==> config.mk <==
export PLATFORM = sky130hd
export DESIGN_NAME = sercore_status
export DESIGN_NICKNAME = d
export VERILOG_FILES = /design/src/pkg/sercore_pkg.sv /design/src/core/sercore_flagreg.sv /design/src/core/sercore_codereg.sv /design/src/core/sercore_status.sv
export VERILOG_INCLUDE_DIRS = /design/src /design/src/pkg
export SDC_FILE = /design/constraint.sdc
export NUM_CORES = 1
export LEC_CHECK = 0
export ABC_AREA = 1
export BUFFER_PORTS_ARGS = -buffer_cell sky130_fd_sc_hd__buf_4
export CAP_MARGIN = 20
export CORE_MARGIN = 2
export CORE_UTILIZATION = 54
export CTS_BUF_LIST = sky130_fd_sc_hd__clkbuf_4 sky130_fd_sc_hd__clkbuf_8
export DETAILED_ROUTE_END_ITERATION = 7
export GPL_TIMING_DRIVEN = 0
export PLACE_DENSITY = 0.75
export SKIP_CTS_REPAIR_TIMING = 1
export SLEW_MARGIN = 25
export SYNTH_ARGS = -nofsm -noshare
export SYNTH_HDL_FRONTEND = slang
export SYNTH_SLANG_ARGS = --single-unit
==> constraint.sdc <==
create_clock -name clk_sys -period 14.7 [get_ports clk_sys]
set_input_delay 2.94 -clock clk_sys [delete_from_list [all_inputs] [get_ports clk_sys]]
set_output_delay 2.94 -clock clk_sys [all_outputs]
set_load 0.02 [all_outputs]
==> src/pkg/sercore_defines.svh <==
// sercore_defines.svh: register selectors, field positions and reset values
// assumes inclusion by the core modules only
`ifndef SERCORE_DEFINES_SVH
`define SERCORE_DEFINES_SVH

// register selectors on the command port
`define SER_SEL_STD_EVENT_ENABLE 4'h0
`define SER_SEL_SERVICE_REQ_ENABLE 4'h1
`define SER_SEL_PAR_POLL_ENABLE 4'h2
`define SER_SEL_INT_CHANGE_STATUS 4'h3
`define SER_SEL_INT_CHANGE_ENABLE 4'h4
`define SER_SEL_CMD_ERROR_CODE 4'h5
`define SER_SEL_HW_FAULT_STATUS 4'h6
`define SER_SEL_EXEC_ERROR_CODE 4'h7
`define SER_SEL_USER_BUTTON_CODE 4'h8
`define SER_SEL_INDIV_STATUS 4'h9
`define SER_SEL_STATUS_BYTE 4'ha
`define SER_SEL_STD_EVENT_STATUS 4'hb

// status byte positions
`define SER_SB_INTERNAL_CHANGE 0
`define SER_SB_EVENT_SUMMARY 5
`define SER_SB_MASTER_SUMMARY 6

// standard event positions
`define SER_EVT_QUERY_ERROR 2
`define SER_EVT_COMMAND_ERROR 5

// reset values
`define SER_RST_16 16'h0000
`define SER_RST_8 8'h00

`endif

==> src/pkg/sercore_pkg.sv <==
// sercore_pkg: types shared by the status reporting core
// assumes sercore_defines.svh is on the include path
package sercore_pkg;
   typedef enum logic [1:0] {
      SER_OP_IDLE,
      SER_OP_WRITE,
      SER_OP_QUERY,
      SER_OP_CLEAR_ALL
   } sercore_op_t;

   // one command or query message from the parser
   typedef struct packed {
      sercore_op_t op;
      logic [3:0] sel;
      logic [15:0] data;
   } sercore_req_t;

   // answer to a query, valid one cycle after the request
   typedef struct packed {
      logic valid;
      logic [15:0] data;
   } sercore_rsp_t;

   // hardware event inputs, each valid for one cycle
   typedef struct packed {
      logic [15:0] int_change_set;
      logic cmd_error_valid;
      logic [15:0] cmd_error;
      logic [15:0] hw_fault_set;
      logic exec_error_valid;
      logic [15:0] exec_error;
      logic button_valid;
      logic [15:0] button;
   } sercore_evt_t;
endpackage

==> src/core/sercore_flagreg.sv <==
// sercore_flagreg: sticky flag bits with read-to-clear
// assumes clear and set pulses are synchronous to clk_sys
`timescale 1ns/100ps
`include "sercore_defines.svh"
module sercore_flagreg #(
   parameter int WIDTH = 16
)(
   input wire logic clk_sys,
   input wire logic rst,
   input wire logic [WIDTH-1:0] set_bits,
   input wire logic clear,
   output logic [WIDTH-1:0] flags
);
   import sercore_pkg::*;
   logic [WIDTH-1:0] flags_r;
   logic [WIDTH-1:0] flags_nxt;

   // refused at elaboration: the set and clear paths serve a 1 to 16 bit word
   if (WIDTH < 1 || WIDTH > 16)
   begin
      $error("sercore_flagreg width out of range");
   end

   // a set in the clearing cycle survives the clear
   assign flags_nxt = (clear ? '0 : flags_r) | set_bits;
   assign flags = flags_r;

   always_ff @(posedge clk_sys or posedge rst)
   begin
      if (rst)
         flags_r <= '0;
      else
         flags_r <= flags_nxt;
   end
endmodule

==> src/core/sercore_codereg.sv <==
// sercore_codereg: holds the most recent code, cleared by read
// assumes load and clear are synchronous to clk_sys
`timescale 1ns/100ps
`include "sercore_defines.svh"
module sercore_codereg #(
   parameter int WIDTH = 16
)(
   input wire logic clk_sys,
   input wire logic rst,
   input wire logic load,
   input wire logic [WIDTH-1:0] load_code,
   input wire logic clear,
   output logic [WIDTH-1:0] code
);
   import sercore_pkg::*;
   logic [WIDTH-1:0] code_r;
   logic [WIDTH-1:0] code_nxt;

   // refused at elaboration: codes are carried in a 1 to 16 bit word
   if (WIDTH < 1 || WIDTH > 16)
   begin
      $error("sercore_codereg width out of range");
   end

   // a new code arriving with the clear is kept
   assign code_nxt = load ? load_code : (clear ? '0 : code_r);
   assign code = code_r;

   always_ff @(posedge clk_sys or posedge rst)
   begin
      if (rst)
         code_r <= '0;
      else
         code_r <= code_nxt;
   end
endmodule

==> src/core/sercore_status.sv <==
// sercore_status: status and service request reporting core
// assumes a parser that delivers decoded command and query messages, one per cycle,
// and hardware events as one-cycle pulses; all on clk_sys
`timescale 1ns/100ps
`include "sercore_defines.svh"

// How it works
// - event summary needs matching enable bit
// - event enable written, queried, cleared by zero
// - writing 4 enables query error reporting
// - eight-bit service mask gates service request
// - service mask written, queried, cleared by zero
// - poll mask gates individual status bit
// - poll mask written, queried, cleared by zero
// - poll mask stored as binary weights
// - sixteen internal change flags latch completions
// - change flags cleared by read or clear-all
// - change summary needs matching enable bit
// - change enable written, queried, cleared by zero
// - command error code read-to-clear
// - hardware fault bits read-to-clear
// - execution error code read-to-clear
// - button code read-to-clear
// - masks ANDed, results ORed into summaries
// - change summary bit 0, event summary bit 5
// - master summary from enabled status bits
// - nonzero command error sets event bit 5
module sercore_status (
   input wire logic clk_sys,
   input wire logic rst,
   input wire sercore_pkg::sercore_req_t req,
   input wire sercore_pkg::sercore_evt_t evt,
   input wire logic [15:0] std_event_in,
   input wire logic value_adapted,
   input wire logic message_available,
   output sercore_pkg::sercore_rsp_t rsp,
   output logic [7:0] status_byte,
   output logic service_request,
   output logic indiv_status,
   output logic event_summary_bit,
   output logic internal_change_summary_bit
);
   import sercore_pkg::*;

   logic [15:0] std_event_enable_r;
   logic [7:0] service_request_enable_r;
   logic [7:0] parallel_poll_enable_r;
   logic [15:0] internal_change_enable_r;
   logic [15:0] std_event_status_r;
   logic [15:0] std_event_status_nxt;
   sercore_rsp_t rsp_r;
   sercore_rsp_t rsp_nxt;
   logic [7:0] status_byte_r;
   logic service_request_r;
   logic indiv_status_r;

   wire is_write = (req.op == SER_OP_WRITE);
   wire is_query = (req.op == SER_OP_QUERY);
   wire clear_all = (req.op == SER_OP_CLEAR_ALL);
   wire wr_event_mask = is_write && (req.sel == `SER_SEL_STD_EVENT_ENABLE);
   wire wr_service_mask = is_write && (req.sel == `SER_SEL_SERVICE_REQ_ENABLE);
   wire wr_poll_mask = is_write && (req.sel == `SER_SEL_PAR_POLL_ENABLE);
   wire wr_change_mask = is_write && (req.sel == `SER_SEL_INT_CHANGE_ENABLE);
   wire rd_change_flags = is_query && (req.sel == `SER_SEL_INT_CHANGE_STATUS);
   wire rd_cmd_code = is_query && (req.sel == `SER_SEL_CMD_ERROR_CODE);
   wire rd_fault_flags = is_query && (req.sel == `SER_SEL_HW_FAULT_STATUS);
   wire rd_exec_code = is_query && (req.sel == `SER_SEL_EXEC_ERROR_CODE);
   wire rd_button_code = is_query && (req.sel == `SER_SEL_USER_BUTTON_CODE);
   wire rd_event_status = is_query && (req.sel == `SER_SEL_STD_EVENT_STATUS);

   logic [15:0] internal_change_status;
   logic [15:0] command_error_code;
   logic [15:0] hardware_fault_status;
   logic [15:0] execution_error_code;
   logic [15:0] user_button_code;

   sercore_flagreg #(.WIDTH(16)) u_change_flags (
      .clk_sys(clk_sys),
      .rst(rst),
      .set_bits(evt.int_change_set),
      .clear(rd_change_flags | clear_all),
      .flags(internal_change_status)
   );

   sercore_flagreg #(.WIDTH(16)) u_fault_flags (
      .clk_sys(clk_sys),
      .rst(rst),
      .set_bits(evt.hw_fault_set),
      .clear(rd_fault_flags | clear_all),
      .flags(hardware_fault_status)
   );

   sercore_codereg #(.WIDTH(16)) u_cmd_code (
      .clk_sys(clk_sys),
      .rst(rst),
      .load(evt.cmd_error_valid),
      .load_code(evt.cmd_error),
      .clear(rd_cmd_code | clear_all),
      .code(command_error_code)
   );

   sercore_codereg #(.WIDTH(16)) u_exec_code (
      .clk_sys(clk_sys),
      .rst(rst),
      .load(evt.exec_error_valid),
      .load_code(evt.exec_error),
      .clear(rd_exec_code | clear_all),
      .code(execution_error_code)
   );

   sercore_codereg #(.WIDTH(16)) u_button_code (
      .clk_sys(clk_sys),
      .rst(rst),
      .load(evt.button_valid),
      .load_code(evt.button),
      .clear(rd_button_code | clear_all),
      .code(user_button_code)
   );

   // a nonzero command error code holds its event bit set, so clearing the
   // event register while the code stays nonzero leaves that bit set, it never drops
   wire cmd_err_flag = (evt.cmd_error_valid && evt.cmd_error != 16'h0000)
      || (command_error_code != 16'h0000);
   logic [15:0] std_event_set;
   always_comb
   begin
      std_event_set = std_event_in;
      std_event_set[`SER_EVT_COMMAND_ERROR] = std_event_in[`SER_EVT_COMMAND_ERROR]
         | cmd_err_flag;
   end
   assign std_event_status_nxt = ((rd_event_status | clear_all) ? `SER_RST_16
      : std_event_status_r) | std_event_set;

   // summaries are combinational from the current registers, so a mask
   // write is visible one edge later in the registered outputs
   wire event_sum_now = |(std_event_status_r & std_event_enable_r);
   wire change_sum_now = |(internal_change_status & internal_change_enable_r);
   logic [7:0] status_base;
   always_comb
   begin
      status_base = 8'h00;
      status_base[`SER_SB_INTERNAL_CHANGE] = change_sum_now;
      status_base[2] = value_adapted;
      status_base[4] = message_available;
      status_base[`SER_SB_EVENT_SUMMARY] = event_sum_now;
   end
   wire master_sum_now = |(status_base & service_request_enable_r);
   wire ist_now = |(status_base & parallel_poll_enable_r);
   logic [7:0] status_full;
   always_comb
   begin
      status_full = status_base;
      status_full[`SER_SB_MASTER_SUMMARY] = master_sum_now;
   end

   // the master summary position is never stored in the service mask, so it
   // cannot feed back into itself through the mask
   logic [7:0] service_wdata;
   always_comb
   begin
      service_wdata = req.data[7:0];
      service_wdata[`SER_SB_MASTER_SUMMARY] = 1'b0;
   end

   always_comb
   begin
      rsp_nxt.valid = is_query;
      unique case (req.sel)
         `SER_SEL_STD_EVENT_ENABLE: rsp_nxt.data = std_event_enable_r;
         `SER_SEL_SERVICE_REQ_ENABLE: rsp_nxt.data = {8'h00, service_request_enable_r};
         `SER_SEL_PAR_POLL_ENABLE: rsp_nxt.data = {8'h00, parallel_poll_enable_r};
         `SER_SEL_INT_CHANGE_STATUS: rsp_nxt.data = internal_change_status;
         `SER_SEL_INT_CHANGE_ENABLE: rsp_nxt.data = internal_change_enable_r;
         `SER_SEL_CMD_ERROR_CODE: rsp_nxt.data = command_error_code;
         `SER_SEL_HW_FAULT_STATUS: rsp_nxt.data = hardware_fault_status;
         `SER_SEL_EXEC_ERROR_CODE: rsp_nxt.data = execution_error_code;
         `SER_SEL_USER_BUTTON_CODE: rsp_nxt.data = user_button_code;
         `SER_SEL_INDIV_STATUS: rsp_nxt.data = {15'h0000, ist_now};
         `SER_SEL_STATUS_BYTE: rsp_nxt.data = {8'h00, status_full};
         `SER_SEL_STD_EVENT_STATUS: rsp_nxt.data = std_event_status_r;
         default: rsp_nxt.data = 16'h0000;
      endcase
      if (!is_query)
      begin
         rsp_nxt.data = 16'h0000;
      end
   end

   // enable masks; a written number is stored as its binary weights
   always_ff @(posedge clk_sys or posedge rst)
   begin
      if (rst)
         std_event_enable_r <= `SER_RST_16;
      else if (wr_event_mask)
         std_event_enable_r <= req.data;
   end

   always_ff @(posedge clk_sys or posedge rst)
   begin
      if (rst)
         service_request_enable_r <= `SER_RST_8;
      else if (wr_service_mask)
         service_request_enable_r <= service_wdata;
   end

   // only the low byte is kept; upper data bits of a poll mask write are lost
   always_ff @(posedge clk_sys or posedge rst)
   begin
      if (rst)
         parallel_poll_enable_r <= `SER_RST_8;
      else if (wr_poll_mask)
         parallel_poll_enable_r <= req.data[7:0];
   end

   always_ff @(posedge clk_sys or posedge rst)
   begin
      if (rst)
         internal_change_enable_r <= `SER_RST_16;
      else if (wr_change_mask)
         internal_change_enable_r <= req.data;
   end

   always_ff @(posedge clk_sys or posedge rst)
   begin
      if (rst)
         std_event_status_r <= `SER_RST_16;
      else
         std_event_status_r <= std_event_status_nxt;
   end

   always_ff @(posedge clk_sys or posedge rst)
   begin
      if (rst)
         rsp_r <= '0;
      else
         rsp_r <= rsp_nxt;
   end

   // outputs are registered so every pin comes from a flop; the cost is one
   // cycle between a cause and its summary
   always_ff @(posedge clk_sys or posedge rst)
   begin
      if (rst)
         status_byte_r <= `SER_RST_8;
      else
         status_byte_r <= status_full;
   end

   always_ff @(posedge clk_sys or posedge rst)
   begin
      if (rst)
         service_request_r <= 1'b0;
      else
         service_request_r <= master_sum_now;
   end

   always_ff @(posedge clk_sys or posedge rst)
   begin
      if (rst)
         indiv_status_r <= 1'b0;
      else
         indiv_status_r <= ist_now;
   end

   assign rsp = rsp_r;
   assign status_byte = status_byte_r;
   assign service_request = service_request_r;
   assign indiv_status = indiv_status_r;
   assign event_summary_bit = status_byte_r[`SER_SB_EVENT_SUMMARY];
   assign internal_change_summary_bit = status_byte_r[`SER_SB_INTERNAL_CHANGE];
endmodule

; Word-level counts from Yosys, hierarchy flattened
; Index checks and enable logic that the tools add are counted.
[word_totals]
reg_bits = 167
in_bits = 125
out_inout_bits = 29
[op_classes]
eq_ne = 14
mux = 11
bitwise_logic = 14
reduce_logical = 22
[ops]
columns = op, n
row1 = $pmux 16 s12, 1
row2 = $mux 16, 10
row3 = $or 16x16->16, 3
row4 = $and 16x16->16, 2
row5 = $reduce_bool 16->1, 2
row6 = $reduce_or 16->1, 2
row7 = $and 6x8->8, 2
row8 = $eq 4x3->1 const B, 4
row9 = $eq 4x4->1 const B, 4
row10 = $reduce_or 8->1, 2
row11 = $logic_and 1x1->1, 11
row12 = $eq 4x2->1 const B, 2
row13 = $or 1x1->1, 7
row14 = $reduce_bool 2->1, 3
row15 = $eq 2x2->1 const B, 2
row16 = $eq 4x1->1 const B, 1
row17 = $logic_not 4->1, 1
row18 = $eq 2x1->1 const B, 1
row19 = $logic_or 1x1->1, 1

; Depth between registers and ports, before layout
; Gate-level depths: netlist of run 1.
[depth]
word_depth = 6
ltp_mapped = 10
ltp_nobuf = 10

; By module
; From an unflattened synthesis of run 1, not the netlist that was laid out.
[hier_totals]
cells_unflattened = 953
area_unflattened_um2 = 7759.9
[by_module_without_submodules]
columns = mod, instances, cells_per_inst, area_each_um2, seq_area_each_um2
row1 = sercore_status, 1, 612, 4642.0, 2152.1
row2 = sercore_codereg, 3, 69, 638.1, 400.4
row3 = sercore_flagreg, 2, 67, 601.8, 400.4

; Worst setup path before layout of run 1
; OpenSTA, ideal clock, no wires.
[synth_timing]
path_type = input -> register
startpoint = in req[17] (netlist name)
endpoint = reg u_button_code.code_r[0], in the netlist u_button_code.code[0]
setup_time_ps = 126
t_arrival_ps = 3775
required_ps = 14574
slack_ps = 10799
stages = 5
cell_sequence = nor2_2 nand2_2 o211ai_2 buf_2 o21ai_0
[synth_between]
elab_chain_cells = 4
[synth_rtl]
columns = item, line_no
row1 = "start, declared", sercore_status.sv:31  ; input wire sercore_pkg::sercore_req_t req,
row2 = $eq 4x4->1, -
row3 = $logic_and 1x1->1, sercore_status.sv:68  ; wire rd_button_code = is_query && (req.sel == `SER_SEL_USER_BUTTON_CODE);
row4 = $or 1x1->1, sercore_status.sv:116  ; .clear(rd_button_code | clear_all),
row5 = $reduce_bool 2->1 (no line), -
row6 = "end signal, assigned", sercore_codereg.sv:34  ; code_r <= code_nxt;
row7 = "end, declared", sercore_codereg.sv:16  ; logic [WIDTH-1:0] code_r;
; Every way passes these cells.
; A chain may end at the register's enable or synchronous reset.

==> results.sh, run 1 <==
export IMPL_n_antenna_cell=0
export IMPL_gr_total_overflow=0
export IMPL_cts_inserted_buffers=17
export IMPL_yosysUniqueCellTypes=31
export IMPL_io_pins=154
export IMPL_vias=6787
export IMPL_power_total_uw=1080
export IMPL_routed_wl_um=22600
export IMPL_clk_insertion_delay_late_ps=470
export IMPL_ys_async_sr_fraction_pct=100
export IMPL_path_buf_inv=4
export IMPL_p_clk_share_pct=33.8
export IMPL_critical_path_class="in2reg"
export IMPL_row_count=42
export IMPL_synth_top_area_share_pct=55.7
export IMPL_max_freq_mhz=238
export IMPL_yosysTopAreaCell="dfrtp_1"
export IMPL_portBuffers=147
export IMPL_leakage_uw=0.00487
export IMPL_hold_violations=0
export IMPL_grt_max_degree=96
export IMPL_drive_gt1_share_pct=21.2
export IMPL_avgRoutedWirePerCell_um=18.5
export IMPL_gp_congestion=0.940
export IMPL_cp_max_fo=10
export IMPL_switchingPower_uw=308
export IMPL_period_share_pct=28.6
export IMPL_cp_end_kind="flip-flop"
export IMPL_drtIter0Drc=704
export IMPL_ys_seq_area_share_pct=55.7
export IMPL_first_global_vias=6744
export IMPL_min_path_type="reg2reg"
export IMPL_clock_sinks=166
export IMPL_cts_buffer_depth=2
export IMPL_switching_share_pct=28.5
export IMPL_relSlewSlack_pct=58.8
export IMPL_drc_errors=0
export IMPL_drv_slew=0
export IMPL_nNetsFinal=1160
export IMPL_grt_use_total_pct=32.7
export IMPL_fillers=1166
export IMPL_worstPathCellList="buf_4, nand2_1, inv_2, nand2_1, buf_2, nor2_1, a211oi_1, nand2_1, nand2_1, inv_1"
export IMPL_antenna_found_initial=0
export IMPL_yosys_top_cells_count="nand2_1, dfrtp_1, inv_1, o21ai_0, o21bai_1"
export IMPL_dieHeight_um=121
export IMPL_rsz0062_at_grt="false"
export IMPL_vias_per_cell=5.54
export IMPL_cell_internal_pwr_uw=774
export IMPL_area_growth_pct=24.3
export IMPL_syn_avg_cell_area_um2=8.61
export IMPL_cpMostUsedCell="nand2_1"
export IMPL_slowest_delay_ps=510
export IMPL_cts_tree="yes"
export IMPL_initial_utilization_pct=55.8
export IMPL_core_um2=13300
export IMPL_pwr_share_seq_pct=49.8
export IMPL_drv_cap=0
export IMPL_ys_ff_latch=166
export IMPL_die_w_um=121
export IMPL_yosys_cell_count_top_type="nand2_1"
export IMPL_first_pass_iters=5
export IMPL_peakVddDrop_mv=0.0891
export IMPL_hpwl_um=17000
export IMPL_synth_area_leaders="dfrtp_1, nand2_1, o21ai_0"
export IMPL_yosysWarnings=0
export IMPL_slowest_stage="a211oi_1"
export IMPL_setup_violations=0
export IMPL_cp_arrival_ps=4570
export IMPL_synth_area_um2=7450
export IMPL_tns_ps=0
export IMPL_htree_levels=4
export IMPL_start_kind="input pin"
export IMPL_grt_pass1_wl_um=35600
export IMPL_root_buffer="clkbuf_8"
export IMPL_crit_family="simple AND/OR/NAND/NOR gates"
export IMPL_cts_clk_slew_worst_paths_ps=90
export IMPL_pwr_share_comb_pct=16.4
export IMPL_powerDensity_nw_per_um2=117
export IMPL_skew_ps=9.95
export IMPL_synth_edf_count=0
export IMPL_required_ps=15070
export IMPL_tightest_slew_ps=618
export IMPL_synth_top_flop_cell="dfrtp_1"
export IMPL_status="finished, final reports clean"
export IMPL_period_needed_ps=4200
export IMPL_synthCells=866
export IMPL_ant_nets=0
export IMPL_die_area_um2=14800
## cell families after synthesis
| family | synth area share (%) |
|---|---|
| buf+inv | 9.08 |
| simple gates | 16.9 |
| compound gates | 18.2 |
| flops | 55.7 |
| other cells | 0.0503 |
## cell usage in the layout, fill, tap and decap left out, drive strengths merged
master	Yosys	final
and2	1	1
clkbuf	15	35
a32o	6	6
o22ai	25	25
nor3	4	4
dfrtp	166	166
nor4	6	6
a21oi	17	17
o21bai	45	45
nand4	7	7
a31oi	4	4
a21o	2	2
o2bb2ai	1	1
o21ai	118	118
o211ai	2	2
conb	1	3
clkinvlp	0	3
nand3	33	33
nand2	207	207
nor2	48	48
bufinv	0	4
inv	132	133
a211oi	3	3
clkinv	0	4
buf	22	170
o221ai	1	1
## per-stage QoR
| stage | hold WS (ps) | worst slack [ps] | cell area [µm²] | util [%] | std cells |
|---|---|---|---|---|---|
| after global placement | 468 | 5470 | 8780 | 65.8 | 1191 |
| after floorplan | 453 | 7270 | 7460 | - | 868 |
| after CTS | 495 | 10570 | 9260 | 69.4 | 1224 |
| after global routing | 524 | 10460 | 9260 | 69.4 | 1224 |
| after detailed placement | 474 | 10070 | 8820 | 66.1 | 1192 |
| final | 493 | 10500 | 9260 | 69.4 | 1224 |
## routing by layer
metal  wire [µm]  up-vias  GRT usage [%]  part of all wire, %
met5           0        -              0                    0
met3        2080       44           7.66                  9.2
met4         509        0           11.6                  2.2
met2       10500      341           49.7                   46
met1        9590     3265           46.4                   42
li1            -     3137              -                    -
## power by group through the flow
stage                     Combinational, µW  Clock, µW  Sequential (µW)
after floorplan                        97.6          0              541
after global placement                  171          0              545
after detailed placement                175          0              546
after CTS                               176        370              537
after global routing                    198        388              544
final                                   177        365              539
## tightest hold or removal path: cells and delay by family (launching register included)
family / cells / cell delay [ps]
DFF: 1 / 350
and+or+nand+nor: 1 / 50
AOI/OAI and AO/OA: 1 / 60
## registers in the layout, indices dropped and copies added (netlist names)
name	flops
indiv_status	1
internal_change_enable_r	16
parallel_poll_enable_r	8
rsp	17
service_request_enable_r	7
status_byte	5
std_event_enable_r	16
std_event_status_r	16
u_button_code.code	16
u_change_flags.flags	16
u_cmd_code.code	16
u_exec_code.code	16
u_fault_flags.flags	16
## final cells by class
cell class	instances	area [µm²]	share of cell area, %
Multi-Input combinational cell	533	2630	28.4
Clock inverter	12	175	1.89
Clock buffer	20	269	2.90
Buffer	37	181	1.96
Timing Repair Buffer	148	1130	12.2
Tap cell	176	220	2.38
Inverter	132	503	5.43
Sequential cell	166	4150	44.8
## final timing paths
kind	slack (ps)	depth (start not counted)	start	end
worst max-delay path	10500	10	req[16]	rsp[1]
worst min-delay path	490	2	service_request_enable_r[3]	service_request_enable_r[3]
worst max register to register	13240	8	internal_change_enable_r[1]	rsp[0]
worst min register to register	490	2	service_request_enable_r[3]	service_request_enable_r[3]
max in group asynchronous	11350	3	rst	parallel_poll_enable_r[3]
min in group asynchronous	2500	2	rst	u_fault_flags.flags[11]
Note: power is estimated with default switching activity, not from simulation.
==> inputs of run 2 (changes only) <==
--- a/config.mk
+++ b/config.mk
@@ -10,11 +10,11 @@
 export BUFFER_PORTS_ARGS = -buffer_cell sky130_fd_sc_hd__buf_4
 export CAP_MARGIN = 20
 export CORE_MARGIN = 2
-export CORE_UTILIZATION = 54
+export CORE_UTILIZATION = 51
 export CTS_BUF_LIST = sky130_fd_sc_hd__clkbuf_4 sky130_fd_sc_hd__clkbuf_8
 export DETAILED_ROUTE_END_ITERATION = 7
 export GPL_TIMING_DRIVEN = 0
-export PLACE_DENSITY = 0.75
+export PLACE_DENSITY = 0.74
 export SKIP_CTS_REPAIR_TIMING = 1
 export SLEW_MARGIN = 25
 export SYNTH_ARGS = -nofsm -noshare
==> constraint.sdc (replaced) <==
create_clock -name clk_sys -period 3.5 [get_ports clk_sys]
set_input_delay 0.7 -clock clk_sys [delete_from_list [all_inputs] [get_ports clk_sys]]
set_output_delay 0.7 -clock clk_sys [all_outputs]
set_load 0.02 [all_outputs]
==> results.sh, run 2 (same netlist as run 1, synthesis figures left out) <==
export IMPL_status="finished, final reports clean"
export IMPL_timing_rr_start="internal_change_enable_r[3]"
export IMPL_period_share_pct=55.5
export IMPL_cts_tree="yes"
export IMPL_drtIter0Drc=632
export IMPL_grt_max_degree=33
export IMPL_cp_max_fo=10
export IMPL_r2r_end="rsp[6]"
export IMPL_critical_path_class="in2reg"
export IMPL_htree_levels=4
export IMPL_rsz0062_at_grt="false"
export IMPL_setup_violations=0
export IMPL_start_kind="input pin"
export IMPL_stdcell_area_um2=9410
export IMPL_cts_inserted_buffers=17
export IMPL_hpwl_um=17100
export IMPL_gr_total_overflow=0
export IMPL_slowest_delay_ps=400
export IMPL_cts_clk_slew_worst_paths_ps=80
export IMPL_initial_utilization_pct=51.7
export IMPL_relSlewSlack_pct=57.5
export IMPL_clock_sinks=166
export IMPL_antenna_found_initial=0
export IMPL_layout_common_cells="nand2_1, dfrtp_1, buf_4, inv_1, o21ai_0"
export IMPL_crit_family="simple AND/OR/NAND/NOR gates"
export IMPL_cp_arrival_ps=2270
export IMPL_largest_register_ffs=17
export IMPL_final_common_cell="nand2_1"
export IMPL_required_ps=3830
export IMPL_nNetsFinal=1164
export IMPL_root_buffer="clkbuf_8"
export IMPL_reg2reg_setup_slack_ps=1960
export IMPL_tightest_slew_ps=638
export IMPL_peakVddDrop_mv=0.256
export IMPL_tns_ps=0
export IMPL_drv_cap=0
export IMPL_clk_insertion_delay_late_ps=460
export IMPL_leakage_uw=0.00494
export IMPL_fillers=1244
export IMPL_max_freq_mhz=515
export IMPL_worstPathCellList="buf_4, nor2_2, nand2_2, o211ai_2, buf_2, o21ai_0"
export IMPL_drive_gt1_share_pct=21.4
export IMPL_io_pins=154
export IMPL_core_um2=14400
export IMPL_path_buf_inv=2
export IMPL_portBuffers=147
export IMPL_grt_pass1_wl_um=34700
export IMPL_cts_buffer_depth=2
export IMPL_vias=6697
export IMPL_first_pass_iters=6
export IMPL_skew_ps=12.2
export IMPL_vias_per_cell=5.42
export IMPL_dieHeight_um=125
export IMPL_routed_wl_um=22300
export IMPL_drc_errors=0
export IMPL_row_count=44
export IMPL_gp_congestion=0.929
export IMPL_grt_use_total_pct=29.2
export IMPL_hold_violations=0
export IMPL_worstRegToRegCells=8
export IMPL_powerDensity_nw_per_um2=506
export IMPL_die_area_um2=15600
export IMPL_cp_end_kind="flip-flop"
export IMPL_postPlaceCellArea_um2=8900
export IMPL_period_needed_ps=1940
export IMPL_utilization_pct=65.2
export IMPL_min_path_type="in2async"
export IMPL_cp_depth=6
export IMPL_slowest_stage="nor2_2"
export IMPL_first_global_vias=6477
export IMPL_area_growth_pct=26.2
export IMPL_die_w_um=125
export IMPL_drv_slew=0
export IMPL_ant_nets=0
export IMPL_avgRoutedWirePerCell_um=18.1
export IMPL_n_antenna_cell=0
## run 2: worst max path at each step
stage / startpoint / to
after floorplan: rst / indiv_status
after global placement: rst / service_request_enable_r[0]
after detailed placement: req[17] / u_button_code.code[2]
after CTS: req[17] / u_button_code.code[2]
after global routing: req[17] / u_button_code.code[8]
final: req[17] / u_button_code.code[2]
## run 2: metal layers
metal	track usage, %	vias up	wire [µm]
met4	10.6	0	551
met1	41.3	3215	9670
met5	0	-	0
met2	44.9	304	10300
met3	6.36	38	1860
li1	-	3140	-
## run 2: stage by stage
| stage | setup slack (ps) | power, µW | hold slack [ps] | std cells |
|---|---|---|---|---|
| after floorplan | 687 | 2680 | 453 | 868 |
| after global routing | 1520 | 4960 | 239 | 1235 |
| final | 1560 | 4760 | 227 | 1235 |
| after detailed placement | 1120 | 3040 | 474 | 1204 |
| after CTS | 1620 | 4760 | 214 | 1235 |
| after global placement | -303 | 3000 | 468 | 1199 |
## run 2: area by class of cell
| class | count | area (µm²) | share of cell area (%) |
|---|---|---|---|
| Buffer | 37 | 181 | 1.93 |
| Multi-Input combinational cell | 533 | 2630 | 27.9 |
| Clock inverter | 9 | 220 | 2.34 |
| Timing Repair Buffer | 152 | 1200 | 12.8 |
| Inverter | 132 | 499 | 5.31 |
| Sequential cell | 166 | 4150 | 44.2 |
| Tap cell | 184 | 230 | 2.45 |
| Clock buffer | 22 | 290 | 3.09 |
## run 2: power by group
group	internal, µW	switching (µW)	leakage (µW)
Clock	1060	681	0.000260
Sequential	2120	147	0.00198
Combinational	313	435	0.00270
==> inputs of run 3 (changes only) <==
--- a/config.mk
+++ b/config.mk
@@ -6,7 +6,7 @@
 export SDC_FILE = /design/constraint.sdc
 export NUM_CORES = 1
 export LEC_CHECK = 0
-export ABC_AREA = 1
+export ABC_AREA = 0
 export BUFFER_PORTS_ARGS = -buffer_cell sky130_fd_sc_hd__buf_4
 export CAP_MARGIN = 20
 export CORE_MARGIN = 2
==> constraint.sdc (replaced) <==
create_clock -name clk_sys -period 1.7 [get_ports clk_sys]
set_input_delay 0.34 -clock clk_sys [delete_from_list [all_inputs] [get_ports clk_sys]]
set_output_delay 0.34 -clock clk_sys [all_outputs]
set_load 0.02 [all_outputs]
==> results.sh, run 3 <==
export IMPL_cts_buffer_depth=2
export IMPL_grt_max_degree=35
export IMPL_drc_errors=0
export IMPL_switching_share_pct=29.6
export IMPL_area_growth_pct=28.5
export IMPL_period_needed_ps=1960
export IMPL_pwr_share_seq_pct=51.8
export IMPL_peakVddDrop_mv=1.06
export IMPL_avgRoutedWirePerCell_um=25.4
export IMPL_vias=5839
export IMPL_root_buffer="clkbuf_8"
export IMPL_path_buf_inv=1
export IMPL_htree_levels=4
export IMPL_relSlewSlack_pct=53.7
export IMPL_violations="negative setup slack"
export IMPL_cp_max_fo=3
export IMPL_row_count=43
export IMPL_dieHeight_um=123
export IMPL_vias_per_cell=6.33
export IMPL_worstSetupStartpoint="u_change_flags.flags[3]"
export IMPL_yosysTopAreaCell="dfrtp_1"
export IMPL_critical_path_class="reg2reg"
export IMPL_cts_clk_slew_worst_paths_ps=100
export IMPL_layout_common_cells="buf_4, dfrtp_1, a22o_1, a21o_1, mux2_2"
export IMPL_gr_total_overflow=0
export IMPL_synth_edf_count=0
export IMPL_fillers=1086
export IMPL_antenna_found_initial=1
export IMPL_first_global_vias=5737
export IMPL_largest_register_ffs=17
export IMPL_final_common_cell="buf_4"
export IMPL_setup_slack_ps=-256
export IMPL_r2r_end="rsp[6]"
export IMPL_cell_internal_pwr_uw=6560
export IMPL_final_cells=922
export IMPL_min_path_type="in2reg"
export IMPL_crit_family="compound AO/OA/AOI/OAI gates"
export IMPL_max_freq_mhz=511
export IMPL_drv_cap=0
export IMPL_gp_congestion=0.925
export IMPL_drive_gt1_share_pct=40.4
export IMPL_ys_async_sr_fraction_pct=100
export IMPL_synth_top_flop_cell="dfrtp_1"
export IMPL_start_kind="flip-flop"
export IMPL_dp_cells=875
export IMPL_synth_area_leaders="dfrtp_1, a22o_1, mux2_2"
export IMPL_hold_violations=0
export IMPL_tightest_slew_ps=695
export IMPL_synth_area_um2=7170
export IMPL_power_total_uw=9310
export IMPL_nNetsFinal=854
export IMPL_n_antenna_cell=0
export IMPL_yosysUniqueCellTypes=55
export IMPL_required_ps=2040
export IMPL_yosysWarnings=0
export IMPL_timing_hold_ws_ps=35.2
export IMPL_cp_end_kind="flip-flop"
export IMPL_initial_utilization_pct=51.9
export IMPL_hpwl_um=17700
export IMPL_first_pass_iters=6
export IMPL_rsz0062_at_grt="true"
export IMPL_worstPathCellList="a22o_1, a221oi_2, nand4_1, buf_6, a221o_1, o2bb2ai_2"
export IMPL_yosys_top_cells_count="dfrtp_1, a22o_1, a21o_1, mux2_2, a22oi_1"
export IMPL_die_area_um2=15000
export IMPL_portBuffers=144
export IMPL_syn_avg_cell_area_um2=13.2
export IMPL_status="finished, violations left"
export IMPL_ys_ff_latch=166
export IMPL_p_clk_share_pct=31.3
export IMPL_cp_arrival_ps=2300
export IMPL_timing_rr_start="u_change_flags.flags[3]"
export IMPL_postPlaceCellArea_um2=8610
export IMPL_synthCells=544
export IMPL_register_area_um2=4160
export IMPL_drv_slew=0
export IMPL_pwr_share_comb_pct=16.8
export IMPL_worstRegToRegCells=6
export IMPL_leakage_uw=0.00416
export IMPL_synth_top_area_share_pct=57.9
export IMPL_min_path_cells=2
export IMPL_cts_tree="yes"
export IMPL_core_um2=13800
export IMPL_grt_use_total_pct=32.1
export IMPL_multi_input_area_um2=2830
export IMPL_yosys_cell_count_top_type="dfrtp_1"
export IMPL_slowest_stage="dfrtp_1"
export IMPL_period_share_pct=115
export IMPL_switchingPower_uw=2750
export IMPL_worstHoldEndpoint="u_change_flags.flags[4]"
export IMPL_clock_sinks=166
export IMPL_setup_violations=5
export IMPL_ant_nets=0
export IMPL_io_pins=154
export IMPL_min_from="evt[71]"
export IMPL_ys_seq_area_share_pct=57.9
export IMPL_drtIter0Drc=653
export IMPL_reg2reg_setup_slack_ps=-260
export IMPL_cts_inserted_buffers=17
export IMPL_stdcell_area_um2=9220
export IMPL_die_w_um=123
export IMPL_slowest_delay_ps=460
export IMPL_grt_pass1_wl_um=34500
export IMPL_clk_insertion_delay_late_ps=480
export IMPL_routed_wl_um=23400
export IMPL_skew_ps=14.8
export IMPL_powerDensity_nw_per_um2=1010
run 3: cell types whose count changed after synthesis, moves of 10 or more:
cell	before	now
nand2_1	205	6
o22ai_1	25	1
o21bai_1	45	0
nand3_1	33	5
mux2_2	0	42
inv_1	127	4
a21oi_1	16	6
a22o_1	0	63
a22oi_1	0	38
nor2_1	42	4
a221oi_1	0	14
o21ai_0	111	3
a21o_1	2	47
run 3: through the flow:
step	setup TNS, ps	util, %	setup WS, ps
global route	-949	66.7	-258
floorplan	-124960	-	-753
finish	-964	66.7	-256
CTS	-2310	65.2	-633
detailed placement	-24360	62.2	-619
global placement	-282480	61.4	-1560
run 3: layout make-up:
class,count,share of cell area [%]
inverters,5,0.244
clock buffers,17,2.54
plain buffers,40,2.74
well taps,180,2.44
repair buffers,164,14.3
multi-input cells,335,30.7
flip-flops and latches,166,45.1
clock inverters,15,1.90
run 3: power groups by stage:
stage	registers, µW	logic [µW]	clock network [µW]
floorplan	4710	835	0
global placement	4860	1380	0
detailed placement	4870	1450	0
CTS	4790	1460	2930
global route	4850	1670	3130
finish	4820	1570	2920
run 3: layer usage:
layer  global-route usage, %  vias up  wire [µm]
li1                        -     2515          -
met4                    8.91        2        506
met5                       0        -         13
met3                    8.69       42       2190
met1                    46.8     2967      10100
met2                    47.6      313      10600
run 3: how the worst max path moves through the flow:
stage / endpoint / cells after the start
6_report: rsp[6] / 6
5_1_grt: rsp[6] / 6
4_1_cts: rsp[0] / 5
3_5_place_dp: rsp[0] / 5
3_3_place_gp: std_event_enable_r[13] / 2
2_1_floorplan: indiv_status / 1
run 3: worst reg2reg max path, delay by kind of cell (launching register included):
| kind | cells | cell delay (ps) |
|---|---|---|
| AOI/OAI and AO/OA | 4 | 1040 |
| DFF | 1 | 460 |
| and+or+nand+nor | 1 | 170 |
| buffers and inverters | 1 | 170 |
run 3: cells by family (layout without fill, tap and decap cells):
logic type | Yosys count | in the layout | synth area share [%]
flip-flops | 166 | 166 | 57.9
AO/OA/AOI/OAI | 212 | 212 | 23.7
other | 1 | 3 | 0.0523
buffers and inverters | 45 | 241 | 3.78
AND/OR/NAND/NOR | 67 | 67 | 6.31
multiplexers | 53 | 53 | 8.21
